`config.mk`:
```
export PLATFORM = sky130hd
export DESIGN_NAME = pcg_top
export DESIGN_NICKNAME = d
export VERILOG_FILES = /design/src/common/pcg_pkg.sv /design/src/core/pcg_gate_reg.sv /design/src/core/pcg_top.sv
export VERILOG_INCLUDE_DIRS = /design/src /design/src/common
export SDC_FILE = /design/constraint.sdc
export NUM_CORES = 1
export LEC_CHECK = 0
export ABC_AREA = 1
export BUFFER_PORTS_ARGS = -buffer_cell sky130_fd_sc_hd__buf_2
export CAP_MARGIN = 0
export CELL_PAD_IN_SITES_DETAIL_PLACEMENT = 1
export CELL_PAD_IN_SITES_GLOBAL_PLACEMENT = 1
export CORE_MARGIN = 1
export CORE_UTILIZATION = 42
export DETAILED_ROUTE_END_ITERATION = 12
export GPL_ROUTABILITY_DRIVEN = 1
export MAX_ROUTING_LAYER = met4
export PLACE_DENSITY = 0.85
export REMOVE_ABC_BUFFERS = 1
export SETUP_SLACK_MARGIN = 0.3
export SYNTH_ARGS = -nofsm -noshare
export SYNTH_HDL_FRONTEND = slang
export SYNTH_SLANG_ARGS = --single-unit
export TNS_END_PERCENT = 50
```
`constraint.sdc`:
```
create_clock -name pclk -period 2.5 [get_ports pclk]
set_clock_uncertainty 0.2 [all_clocks]
set_input_delay 0.25 -clock pclk [delete_from_list [all_inputs] [get_ports pclk]]
set_output_delay 0.25 -clock pclk [all_outputs]
set_load 0.1 [all_outputs]
```
`src/common/pcg_map.svh`:
```
// register offsets, field positions and reset values of the clock gate
`ifndef PCG_MAP_SVH
`define PCG_MAP_SVH
// Operation
// (RULE1) Bits 15..8 of capture_compare_gate turn off capture units 8..1 when one.
// (RULE2) Bits 7..0 of capture_compare_gate turn off compare units 8..1 when one.
// (RULE3) Every implemented gate bit is read/write and resets to zero.
// (RULE4) Bits 15..12 of timer_i2c_adc_gate turn off timers 9..6 when one.
// (RULE5) Bits 11..2 of timer_i2c_adc_gate are unimplemented and read zero.
// (RULE6) Bit 1 of timer_i2c_adc_gate turns off the second i2c controller.
// (RULE7) Bit 0 of timer_i2c_adc_gate turns off the second converter.
// (RULE8) With the converter off its pin select bits are ignored, pins digital.
// (RULE9) A gate bit write reaches its module one cycle after the write.
// (RULE10) Register writes of an off module are blocked, its reads invalid; the code blocks writes of the converter only and flags no reads.
// (RULE11) A module runs only if its bit is clear and it is present.
// (RULE12) Turning a module off stops every clock enable it receives.
// (RULE13) Each clock enable changes only on a system clock edge.
`define PCG_OFS_CCG      12'h000
`define PCG_OFS_TIAG     12'h004
`define PCG_OFS_PRESENT  12'h008
`define PCG_RST_GATE     16'h0000
`define PCG_TIAG_MASK    16'hf003
`define PCG_NUM_MODS     22
`endif

```
`src/common/pcg_pkg.sv`:
```
// types shared by the clock gate files
package pcg_pkg;
  typedef struct packed {
    logic [7:0] capture_en;
    logic [7:0] compare_en;
    logic [3:0] timer_en;
    logic       i2c2_en;
    logic       adc2_en;
  } pcg_enables_t;
  typedef enum logic [1:0] {
    PCG_IDLE,
    PCG_ACCESS
  } pcg_apb_state_t;
endpackage

```
`src/core/pcg_gate_reg.sv`:
```
// one gated enable flop per module
`timescale 1ns/10ps
module pcg_gate_reg #(
  parameter int W = 22
) (
  input  wire logic         pclk,
  input  wire logic         presetn,
  input  wire logic [W-1:0] off_bits,
  input  wire logic [W-1:0] present,
  output logic      [W-1:0] enable_ff
);
  logic [W-1:0] nxt_enable;

  always_comb begin
    nxt_enable = ~off_bits & present; // RULE11 RULE12
  end

  // registered so enables only move on a clock edge
  always_ff @(posedge pclk or negedge presetn) begin
    if (!presetn) begin
      // every module starts enabled, matching the cleared gate bits
      enable_ff <= '1; // RULE3
    end else begin
      enable_ff <= nxt_enable; // RULE9 RULE13
    end
  end
endmodule

```
`src/core/pcg_top.sv`:
```
// peripheral clock gate with apb register access
//
// Implementation choices: the APB register port and the register offsets.
`timescale 1ns/10ps
`include "pcg_map.svh"
module pcg_top #(
  parameter logic [21:0] PRESENT_DEFAULT = 22'h3fffff
) (
  input  wire logic                  pclk,
  input  wire logic                  presetn,
  input  wire logic                  psel,
  input  wire logic                  penable,
  input  wire logic                  pwrite,
  input  wire logic [11:0]           paddr,
  input  wire logic [31:0]           pwdata,
  input  wire logic [3:0]            pstrb,
  output logic      [31:0]           prdata_ff,
  output logic                       pready_ff,
  output logic                       pslverr_ff,
  output pcg_pkg::pcg_enables_t      clk_en_ff,
  output logic                       regs_write_en_ff,
  output logic                       digital_pins_ff
);
  logic [15:0]            ccg_ff;
  logic [15:0]            nxt_ccg;
  logic [15:0]            tiag_ff;
  logic [15:0]            nxt_tiag;
  logic [21:0]            present_ff;
  logic [21:0]            nxt_present;
  logic [31:0]            nxt_prdata;
  logic                   nxt_pready;
  logic                   nxt_pslverr;
  pcg_pkg::pcg_apb_state_t st_ff;
  pcg_pkg::pcg_apb_state_t nxt_st;
  logic [21:0]            off_bits;
  logic [21:0]            en_vec;
  logic                   wr_acc;
  logic                   rd_acc;
  logic                   present_seen_ff;
  logic                   nxt_digital_pins;
  logic                   nxt_regs_write_en;

  function automatic logic [15:0] lane_merge(input logic [15:0] old,
                                             input logic [31:0] wd,
                                             input logic [3:0]  st);
    lane_merge = {st[1] ? wd[15:8] : old[15:8], st[0] ? wd[7:0] : old[7:0]};
  endfunction

  function automatic logic mapped(input logic [11:0] a);
    mapped = (a == `PCG_OFS_CCG) || (a == `PCG_OFS_TIAG) ||
             (a == `PCG_OFS_PRESENT);
  endfunction

  // one wait state: answer on the edge after the setup edge
  assign wr_acc = (st_ff == pcg_pkg::PCG_ACCESS) && psel && penable && pwrite;
  assign rd_acc = (st_ff == pcg_pkg::PCG_ACCESS) && psel && penable && !pwrite;

  always_comb begin
    nxt_st      = st_ff;
    nxt_ccg     = ccg_ff;
    nxt_tiag    = tiag_ff;
    nxt_present = present_ff;
    nxt_prdata  = prdata_ff;
    nxt_pready  = 1'b0;
    nxt_pslverr = 1'b0;
    case (st_ff)
      pcg_pkg::PCG_IDLE: begin
        if (psel && !penable) begin
          nxt_st = pcg_pkg::PCG_ACCESS;
        end
      end
      pcg_pkg::PCG_ACCESS: begin
        if (pready_ff) begin
          // writes land only on the edge where pready is seen high
          nxt_st = pcg_pkg::PCG_IDLE;
          if (wr_acc && paddr == `PCG_OFS_CCG) begin
            nxt_ccg = lane_merge(ccg_ff, pwdata, pstrb); // RULE1 RULE2 RULE3
          end
          if (wr_acc && paddr == `PCG_OFS_TIAG) begin
            // RULE4 RULE6 RULE7 RULE5
            nxt_tiag = lane_merge(tiag_ff, pwdata, pstrb) & `PCG_TIAG_MASK;
          end
          if (wr_acc && paddr == `PCG_OFS_PRESENT) begin
            nxt_present = {pwdata[21:16],
                           lane_merge(present_ff[15:0], pwdata, pstrb)};
          end
        end else begin
          nxt_pready  = 1'b1;
          nxt_pslverr = !mapped(paddr);
          if (rd_acc) begin
            case (paddr)
              `PCG_OFS_CCG:     nxt_prdata = {16'h0000, ccg_ff};
              `PCG_OFS_TIAG:    nxt_prdata = {16'h0000,
                                              tiag_ff & `PCG_TIAG_MASK}; // RULE5
              `PCG_OFS_PRESENT: nxt_prdata = {10'h000, present_ff};
              default:          nxt_prdata = 32'h00000000;
            endcase
          end
        end
      end
      default: nxt_st = pcg_pkg::PCG_IDLE;
    endcase
  end

  always_ff @(posedge pclk or negedge presetn) begin
    if (!presetn) begin
      st_ff      <= pcg_pkg::PCG_IDLE;
      ccg_ff     <= `PCG_RST_GATE; // RULE3
      tiag_ff    <= `PCG_RST_GATE;
      present_ff <= 22'h3fffff;
      present_seen_ff <= 1'b0;
      prdata_ff  <= 32'h00000000;
      pready_ff  <= 1'b0;
      pslverr_ff <= 1'b0;
    end else begin
      st_ff      <= nxt_st;
      ccg_ff     <= nxt_ccg;
      tiag_ff    <= nxt_tiag;
      // strap taken once after reset release, not under reset
      present_seen_ff <= 1'b1;
      present_ff <= present_seen_ff ? nxt_present : PRESENT_DEFAULT;
      prdata_ff  <= nxt_prdata;
      pready_ff  <= nxt_pready;
      pslverr_ff <= nxt_pslverr;
    end
  end

  // order: capture 8..1, compare 8..1, timers 9..6, i2c2, adc2
  assign off_bits = {ccg_ff, tiag_ff[15:12], tiag_ff[1:0]};

  pcg_gate_reg #(
    .W (`PCG_NUM_MODS)
  ) u_gate (
    .pclk      (pclk),
    .presetn   (presetn),
    .off_bits  (off_bits),
    .present   (present_ff),
    .enable_ff (en_vec)
  );

  assign clk_en_ff        = pcg_pkg::pcg_enables_t'(en_vec); // RULE12

  // converter off or absent: pins go digital, its registers take no writes
  always_comb begin
    nxt_digital_pins  = off_bits[0] | !present_ff[0]; // RULE8
    nxt_regs_write_en = !off_bits[0] & present_ff[0]; // RULE10
  end

  always_ff @(posedge pclk or negedge presetn) begin
    if (!presetn) begin
      digital_pins_ff  <= 1'b0;
      regs_write_en_ff <= 1'b1;
    end else begin
      digital_pins_ff  <= nxt_digital_pins; // RULE8
      regs_write_en_ff <= nxt_regs_write_en; // RULE10
    end
  end

  // one wait state, so pready rises the cycle after the access edge
  property p_pready_follows;
    @(posedge pclk) disable iff (!presetn)
      (st_ff == pcg_pkg::PCG_ACCESS && psel && penable && !pready_ff)
      |=> pready_ff;
  endproperty
  a_pready_follows: assert property (p_pready_follows) // RULE3
    else $error("pready did not follow the access phase");

  property p_pready_pulse;
    @(posedge pclk) disable iff (!presetn)
      pready_ff |=> !pready_ff;
  endproperty
  a_pready_pulse: assert property (p_pready_pulse) // RULE3
    else $error("pready stood longer than one cycle");

  property p_slverr_with_ready;
    @(posedge pclk) disable iff (!presetn)
      pslverr_ff |-> pready_ff;
  endproperty
  a_slverr_with_ready: assert property (p_slverr_with_ready) // RULE3
    else $error("error response without pready");

  property p_ccg_write;
    @(posedge pclk) disable iff (!presetn)
      (wr_acc && pready_ff && paddr == `PCG_OFS_CCG && pstrb == 4'hf)
      |=> ccg_ff == $past(pwdata[15:0]);
  endproperty
  a_ccg_write: assert property (p_ccg_write) // RULE1 RULE2
    else $error("capture compare gate write lost");

  property p_tiag_write;
    @(posedge pclk) disable iff (!presetn)
      (wr_acc && pready_ff && paddr == `PCG_OFS_TIAG && pstrb == 4'hf)
      |=> tiag_ff == ($past(pwdata[15:0]) & `PCG_TIAG_MASK);
  endproperty
  a_tiag_write: assert property (p_tiag_write) // RULE4 RULE6 RULE7
    else $error("timer i2c converter gate write lost");

  property p_tiag_unimpl;
    @(posedge pclk) disable iff (!presetn)
      tiag_ff[11:2] == 10'h000;
  endproperty
  a_tiag_unimpl: assert property (p_tiag_unimpl) // RULE5
    else $error("unimplemented gate bits hold a one");

  property p_read_unimpl;
    @(posedge pclk) disable iff (!presetn)
      (rd_acc && !pready_ff && paddr == `PCG_OFS_TIAG)
      |=> prdata_ff[11:2] == 10'h000;
  endproperty
  a_read_unimpl: assert property (p_read_unimpl) // RULE5
    else $error("unimplemented gate bits read as one");

  // enables trail the gate bits by exactly one edge
  property p_gate_follow;
    @(posedge pclk) disable iff (!presetn)
      1'b1 |=> en_vec == $past(~off_bits & present_ff);
  endproperty
  a_gate_follow: assert property (p_gate_follow) // RULE9 RULE11 RULE12 RULE13
    else $error("clock enables do not follow the gate bits");

  property p_pins_digital;
    @(posedge pclk) disable iff (!presetn)
      tiag_ff[0] |=> digital_pins_ff;
  endproperty
  a_pins_digital: assert property (p_pins_digital) // RULE8
    else $error("pins not digital with converter off");

  property p_regs_blocked;
    @(posedge pclk) disable iff (!presetn)
      tiag_ff[0] |=> !regs_write_en_ff;
  endproperty
  a_regs_blocked: assert property (p_regs_blocked) // RULE10
    else $error("register writes open with converter off");
endmodule

```
# Word level (Yosys, flattened, before mapping)
# Index checks and enable logic that the tools add are counted.
# Widths: inputs -> output; s select.
dict set report totals {
  ff_bits 105
  in_bits 53
  out_inout_bits 58
  word_cells 70
}
dict set report classes {
  n_eq_ne 10
  n_mux 14
  bitwise_logic 5
  n_reduce_logical 26
}
# cell count
set op_table {}
lappend op_table {{$mux 22} 4}
lappend op_table {{$pmux 22 s3} 1}
lappend op_table {{$reduce_and 4->1} 6}
lappend op_table {{$and 22x22->22} 1}
lappend op_table {{$not 22->22} 1}
lappend op_table {{$mux 8} 2}
lappend op_table {{$eq 12x3->1 const B} 1}
lappend op_table {{$eq 12x4->1 const B} 1}
lappend op_table {{$logic_not 12->1} 1}
lappend op_table {{$ne 2x2->1 const B} 5}
lappend op_table {{$logic_and 1x1->1} 8}
lappend op_table {{$reduce_and 3->1} 2}
lappend op_table {{$logic_not 1->1} 5}
lappend op_table {{$mux 1} 4}
lappend op_table {{$mux 2} 2}
lappend op_table {{$ne 2x1->1 const B} 2}
lappend op_table {{$pmux 2 s2} 1}
lappend op_table {{$eq 2x1->1 const B} 1}
lappend op_table {{$logic_not 2->1} 1}
lappend op_table {{$logic_or 1x1->1} 2}
lappend op_table {{$reduce_and 2->1} 1}
lappend op_table {{$and 1x1->1} 1}
lappend op_table {{$not 1->1} 1}
lappend op_table {{$or 1x1->1} 1}

# Depth between registers and ports, before layout
dict set report depth {
  depth_word 9
  depth_mapped 9
  depth_no_buf 8
}

# Cells and area by module
# A second synthesis with hierarchy kept.
dict set report unflattened {
  hier_cells 521
  area_unflattened_um2 4389.2
}
# mod n_inst cells_each area_per_inst_um2 seq_area_each_um2
set modules_own_cells {}
lappend modules_own_cells {pcg_top 1 455 3590.9 1830.5}
lappend modules_own_cells {pcg_gate_reg 1 66 798.3 578.1}

# Worst setup path after synthesis
# No wires, ideal clock.
dict set report synth_timing {
  path_type {flip-flop to flip-flop}
  startpoint {reg pready_ff}
  endpoint {reg tiag_ff[12]}
  setup_time_ns 0.117
  arrival_ns 1.774
  required_ns 2.183
  path_slack_ns 0.409
  stages_incl_launch_ff 6
  n_path_buf 0
  synth_period_minus_slack_ns 2.091
  cell_sequence {dfrtp_1 -> nand2_1 -> inv_1 -> nand3_2 -> nand2_1 -> nand2_1}
}
dict set report synth_between {
  elab_chain_len 1
}
# element line_no
set synth_lines {}
lappend synth_lines {{from (decl)} pcg_top.sv:18} ;# output logic pready_ff,
lappend synth_lines {{from (signal assigned)} pcg_top.sv:123} ;# pready_ff <= nxt_pready;
lappend synth_lines {{$reduce_and 4->1 (no line)} --}
lappend synth_lines {{to (signal assigned)} pcg_top.sv:109} ;# tiag_ff <= `PCG_RST_GATE;
lappend synth_lines {{to (signal assigned)} pcg_top.sv:118} ;# tiag_ff <= nxt_tiag;
lappend synth_lines {{to (decl)} pcg_top.sv:26} ;# logic [15:0] tiag_ff;
# Every way passes these cells.
# A chain may end at the register's enable or synchronous reset.

# Worst setup path after layout
dict set report layout_timing {
  startpoint {in penable}
  endpoint {reg ccg_ff[0]}
}
dict set report layout_between {
  elab_chain_len 4
}
# element line_no
set layout_lines {}
lappend layout_lines {{from (decl)} pcg_top.sv:12} ;# input wire logic penable,
lappend layout_lines {{$logic_and 1x1->1 (2 in a row)} pcg_top.sv:55} ;# assign wr_acc = (st_ff == pcg_pkg::PCG_ACCESS) && psel && penable && pwrite;
lappend layout_lines {{$logic_and 1x1->1 (no line)} --}
lappend layout_lines {{$reduce_and 4->1 (no line)} --}
lappend layout_lines {{to (signal assigned)} pcg_top.sv:108} ;# ccg_ff <= `PCG_RST_GATE;
lappend layout_lines {{to (signal assigned)} pcg_top.sv:117} ;# ccg_ff <= nxt_ccg;
lappend layout_lines {{to (decl)} pcg_top.sv:24} ;# logic [15:0] ccg_ff;
# Every way passes these cells.

==> metrics.txt <==
run status=complete, no violations; worst skew pair latency=0.39 ns; part of the cycle the worst path needs=81.7%; gr usage total=28.5%; Post-Syn Area=4340 µm²; total power=3.65 mW; initial antenna violation count=0; CP max stage delay=0.52 ns; reg2reg start=st_ff[0]$_DFFE_PN0P_; hold path startpoint=pwrite; Util after Layout=53.7%; Layout fillers=1,242; CTS tree=done; final net count=671; setup violators final=0; hold path depth=4; Max VDD drop=387 µV; Slew Limit Fails=0; Syn Inst Count=507; Slew HR=62.2%; #FFs+latches synth=93; most common cell after layout, fill and taps aside=nand2_1; Worst setup EP type=flip-flop; Die H=104 µm; FF/Latch Area=2380 µm²; R2R setup slack=0.50 ns; WS Path Type=input port to flip-flop; Iter 0 DRT Violations=187; Via Count=3,917; post-DP HPWL=9020 µm; Initial Util=43.8%; diode count=0; DR vias/cell=5.18; CP arrival=2.16 ns; Area Growth Syn to Fin=22.5%; TNS Setup=0 ns; Worst EP required=2.61 ns; CP Buf/Inv Count=2; htree depth=3; Die X=104 µm; largest net degree at the start of global routing=39; core area=9910 µm²; Crit. Startpoint=penable; Hold Path Sink=prdata_ff[11]$_DFFE_PN0P_; CTS Sinks=93; first-pass GRT wire length=22,800 µm; CP max stage cell=dlygate4sd3_1; # DRC=0; fmax=490 MHz; number of global-route vias before repair=4,253; placed cells=716; DIE AREA=10,800 µm²; standard-cell rows=36; Antenna Violating Nets Remaining=0; Max Cap Violations=0; hold slack=0.0479 ns; TritonCTS buffer count=9; Top Ports=111; synth warn=0; GPL Wtd Cong=0.914; min Tclk post-route=2.04 ns; r2r endpoint=ccg_ff[0]$_DFFE_PN0P_; hold_buf cts=23; Worst R2R Path Depth=6; hold crit path type=input port to flip-flop; Worst-Margin Slew=0.567 ns; Root Driver=clkbuf_8; Clock Tree Buf Depth=2; commonest cells after routing, fill and taps aside=174 x nand2_1, 87 x buf_2, 57 x nand3_1, 54 x inv_1, 49 x dfrtp_1; IO Port Bufs=88; postcts setup bufs=0; Avg Cell Area, Syn=8.57 µm²; final hold vios=0; non-filler cells in the finished layout=756; Pre-Repair DR Iteration Count=4; critical-path cell list=dlygate4sd3_1 -> buf_2 -> nand3_4 -> nor2_8 -> nand3_4 -> nor2_4 -> nand2_1 -> nand2_1; crit-path max FO=18; post-cts resize count=0; gr ovfl total=0; final WL=13,700 µm; Cell Pwr Density=687 nW/µm²; CP top delay family=simple AND/OR/NAND/NOR gates; sequential share of the synthesized area=54.9%; CTS clk-pin slew, worst paths=0.10 ns; DR WL/cell=18.2 µm; footprint of the multi-input gates=1560 µm²; Lkg Pwr=2.97 nW; CP Launch Type=input port; post-synthesis cell type count=29; RSZ-0062 raised after global routing=false; layout cell share with drive strength beyond 1=28.6%
==> flip-flops by register name, indices dropped and copies added, names as in the netlist <==
register          cells
st_ff                 1
prdata_ff            22
tiag_ff               6
digital_pins_ff       1
ccg_ff               16
pready_ff             1
u_gate.enable_ff     22
pslverr_ff            1
present_seen_ff       1
present_ff           22
==> worst max-delay path by stage <==
stage                                     end  slack, ns  cells past startpoint
floorplan           present_ff[0]$_DFFE_PN1P_       0.15                      6
global placement      tiag_ff[15]$_DFFE_PN0P_       0.57                      9
detailed placement    tiag_ff[15]$_DFFE_PN0P_       0.47                      9
CTS                     ccg_ff[6]$_DFFE_PN0P_       0.50                      8
global route            ccg_ff[0]$_DFFE_PN0P_       0.39                      8
finish                  ccg_ff[0]$_DFFE_PN0P_       0.46                      8
==> cells by family after synthesis <==
logic type,after synthesis,synth area share (%)
compound gates,34,3.92
other cells,2,0.173
buf+inv,86,9.94
simple gates,292,31.1
flops,93,54.9
==> metal layers <==
| layer | GRT usage (%) | routed length [µm] | up-vias |
|---|---|---|---|
| li1 | - | - | 1775 |
| met1 | 34.4 | 5700 | 1935 |
| met2 | 44.8 | 6770 | 165 |
| met3 | 7.61 | 785 | 42 |
| met4 | 13.5 | 486 | 0 |
| met5 | - | 0 | - |
==> area by class of cell <==
cell class | count | area share, %
repair buffers | 120 | 14.4
well taps | 133 | 3.13
multi-input cells | 337 | 29.4
inverters | 57 | 4.07
clock inverters | 5 | 1.58
clock buffers | 11 | 2.66
flip-flops and latches | 93 | 44.8
==> worst register-to-register path: stages, from the launching register on <==
cell     delay [ns]
dfrtp_1        0.48
nand3_4        0.15
nor2_8         0.27
nand3_4        0.30
nor2_4         0.32
nand2_1        0.09
nand2_1        0.12
==> metrics by stage <==
stage	cell area, µm²	worst slack (ns)
floorplan	4160	0.151
global placement	4860	0.565
detailed placement	4860	0.466
CTS	5310	0.501
global route	5320	0.391
finish	5320	0.457
==> where the power goes <==
part	switching (mW)	leakage, nW	internal (mW)
registers	0.0626	1.14	1.61
logic	0.648	1.72	0.147
clock network	0.592	0.106	0.593
==> synthesized netlist by cell type <==
| master | instances | area [µm²] |
|---|---|---|
| nand3b_1 | 1 | 7.51 |
| buf_1 | 2 | 7.51 |
| inv_1 | 54 | 203 |
| nor2_2 | 2 | 12.5 |
| nor3_1 | 1 | 5.00 |
| nand4_1 | 6 | 37.5 |
| nor2_1 | 31 | 116 |
| nor3_4 | 1 | 16.3 |
| nor2_8 | 1 | 20.0 |
| and2_1 | 2 | 12.5 |
| clkbuf_1 | 3 | 11.3 |
| nor2_4 | 4 | 45.0 |
| nand4_4 | 2 | 42.5 |
| inv_2 | 2 | 7.51 |
| nand2_1 | 174 | 653 |
| dfrtp_1 | 49 | 1230 |
| conb_1 | 2 | 7.51 |
| buf_6 | 7 | 78.8 |
| buf_2 | 4 | 20.0 |
| nand3_2 | 2 | 20.0 |
| o21ai_1 | 25 | 125 |
| nand3_1 | 57 | 285 |
| inv_4 | 1 | 6.26 |
| nand3_4 | 2 | 35.0 |
| o21ai_0 | 9 | 45.0 |
| buf_4 | 13 | 97.6 |
| nand2_4 | 1 | 11.3 |
| nand2_2 | 5 | 31.3 |
| dfstp_2 | 44 | 1160 |
No activity file was read; power rests on OpenSTA's default activity.
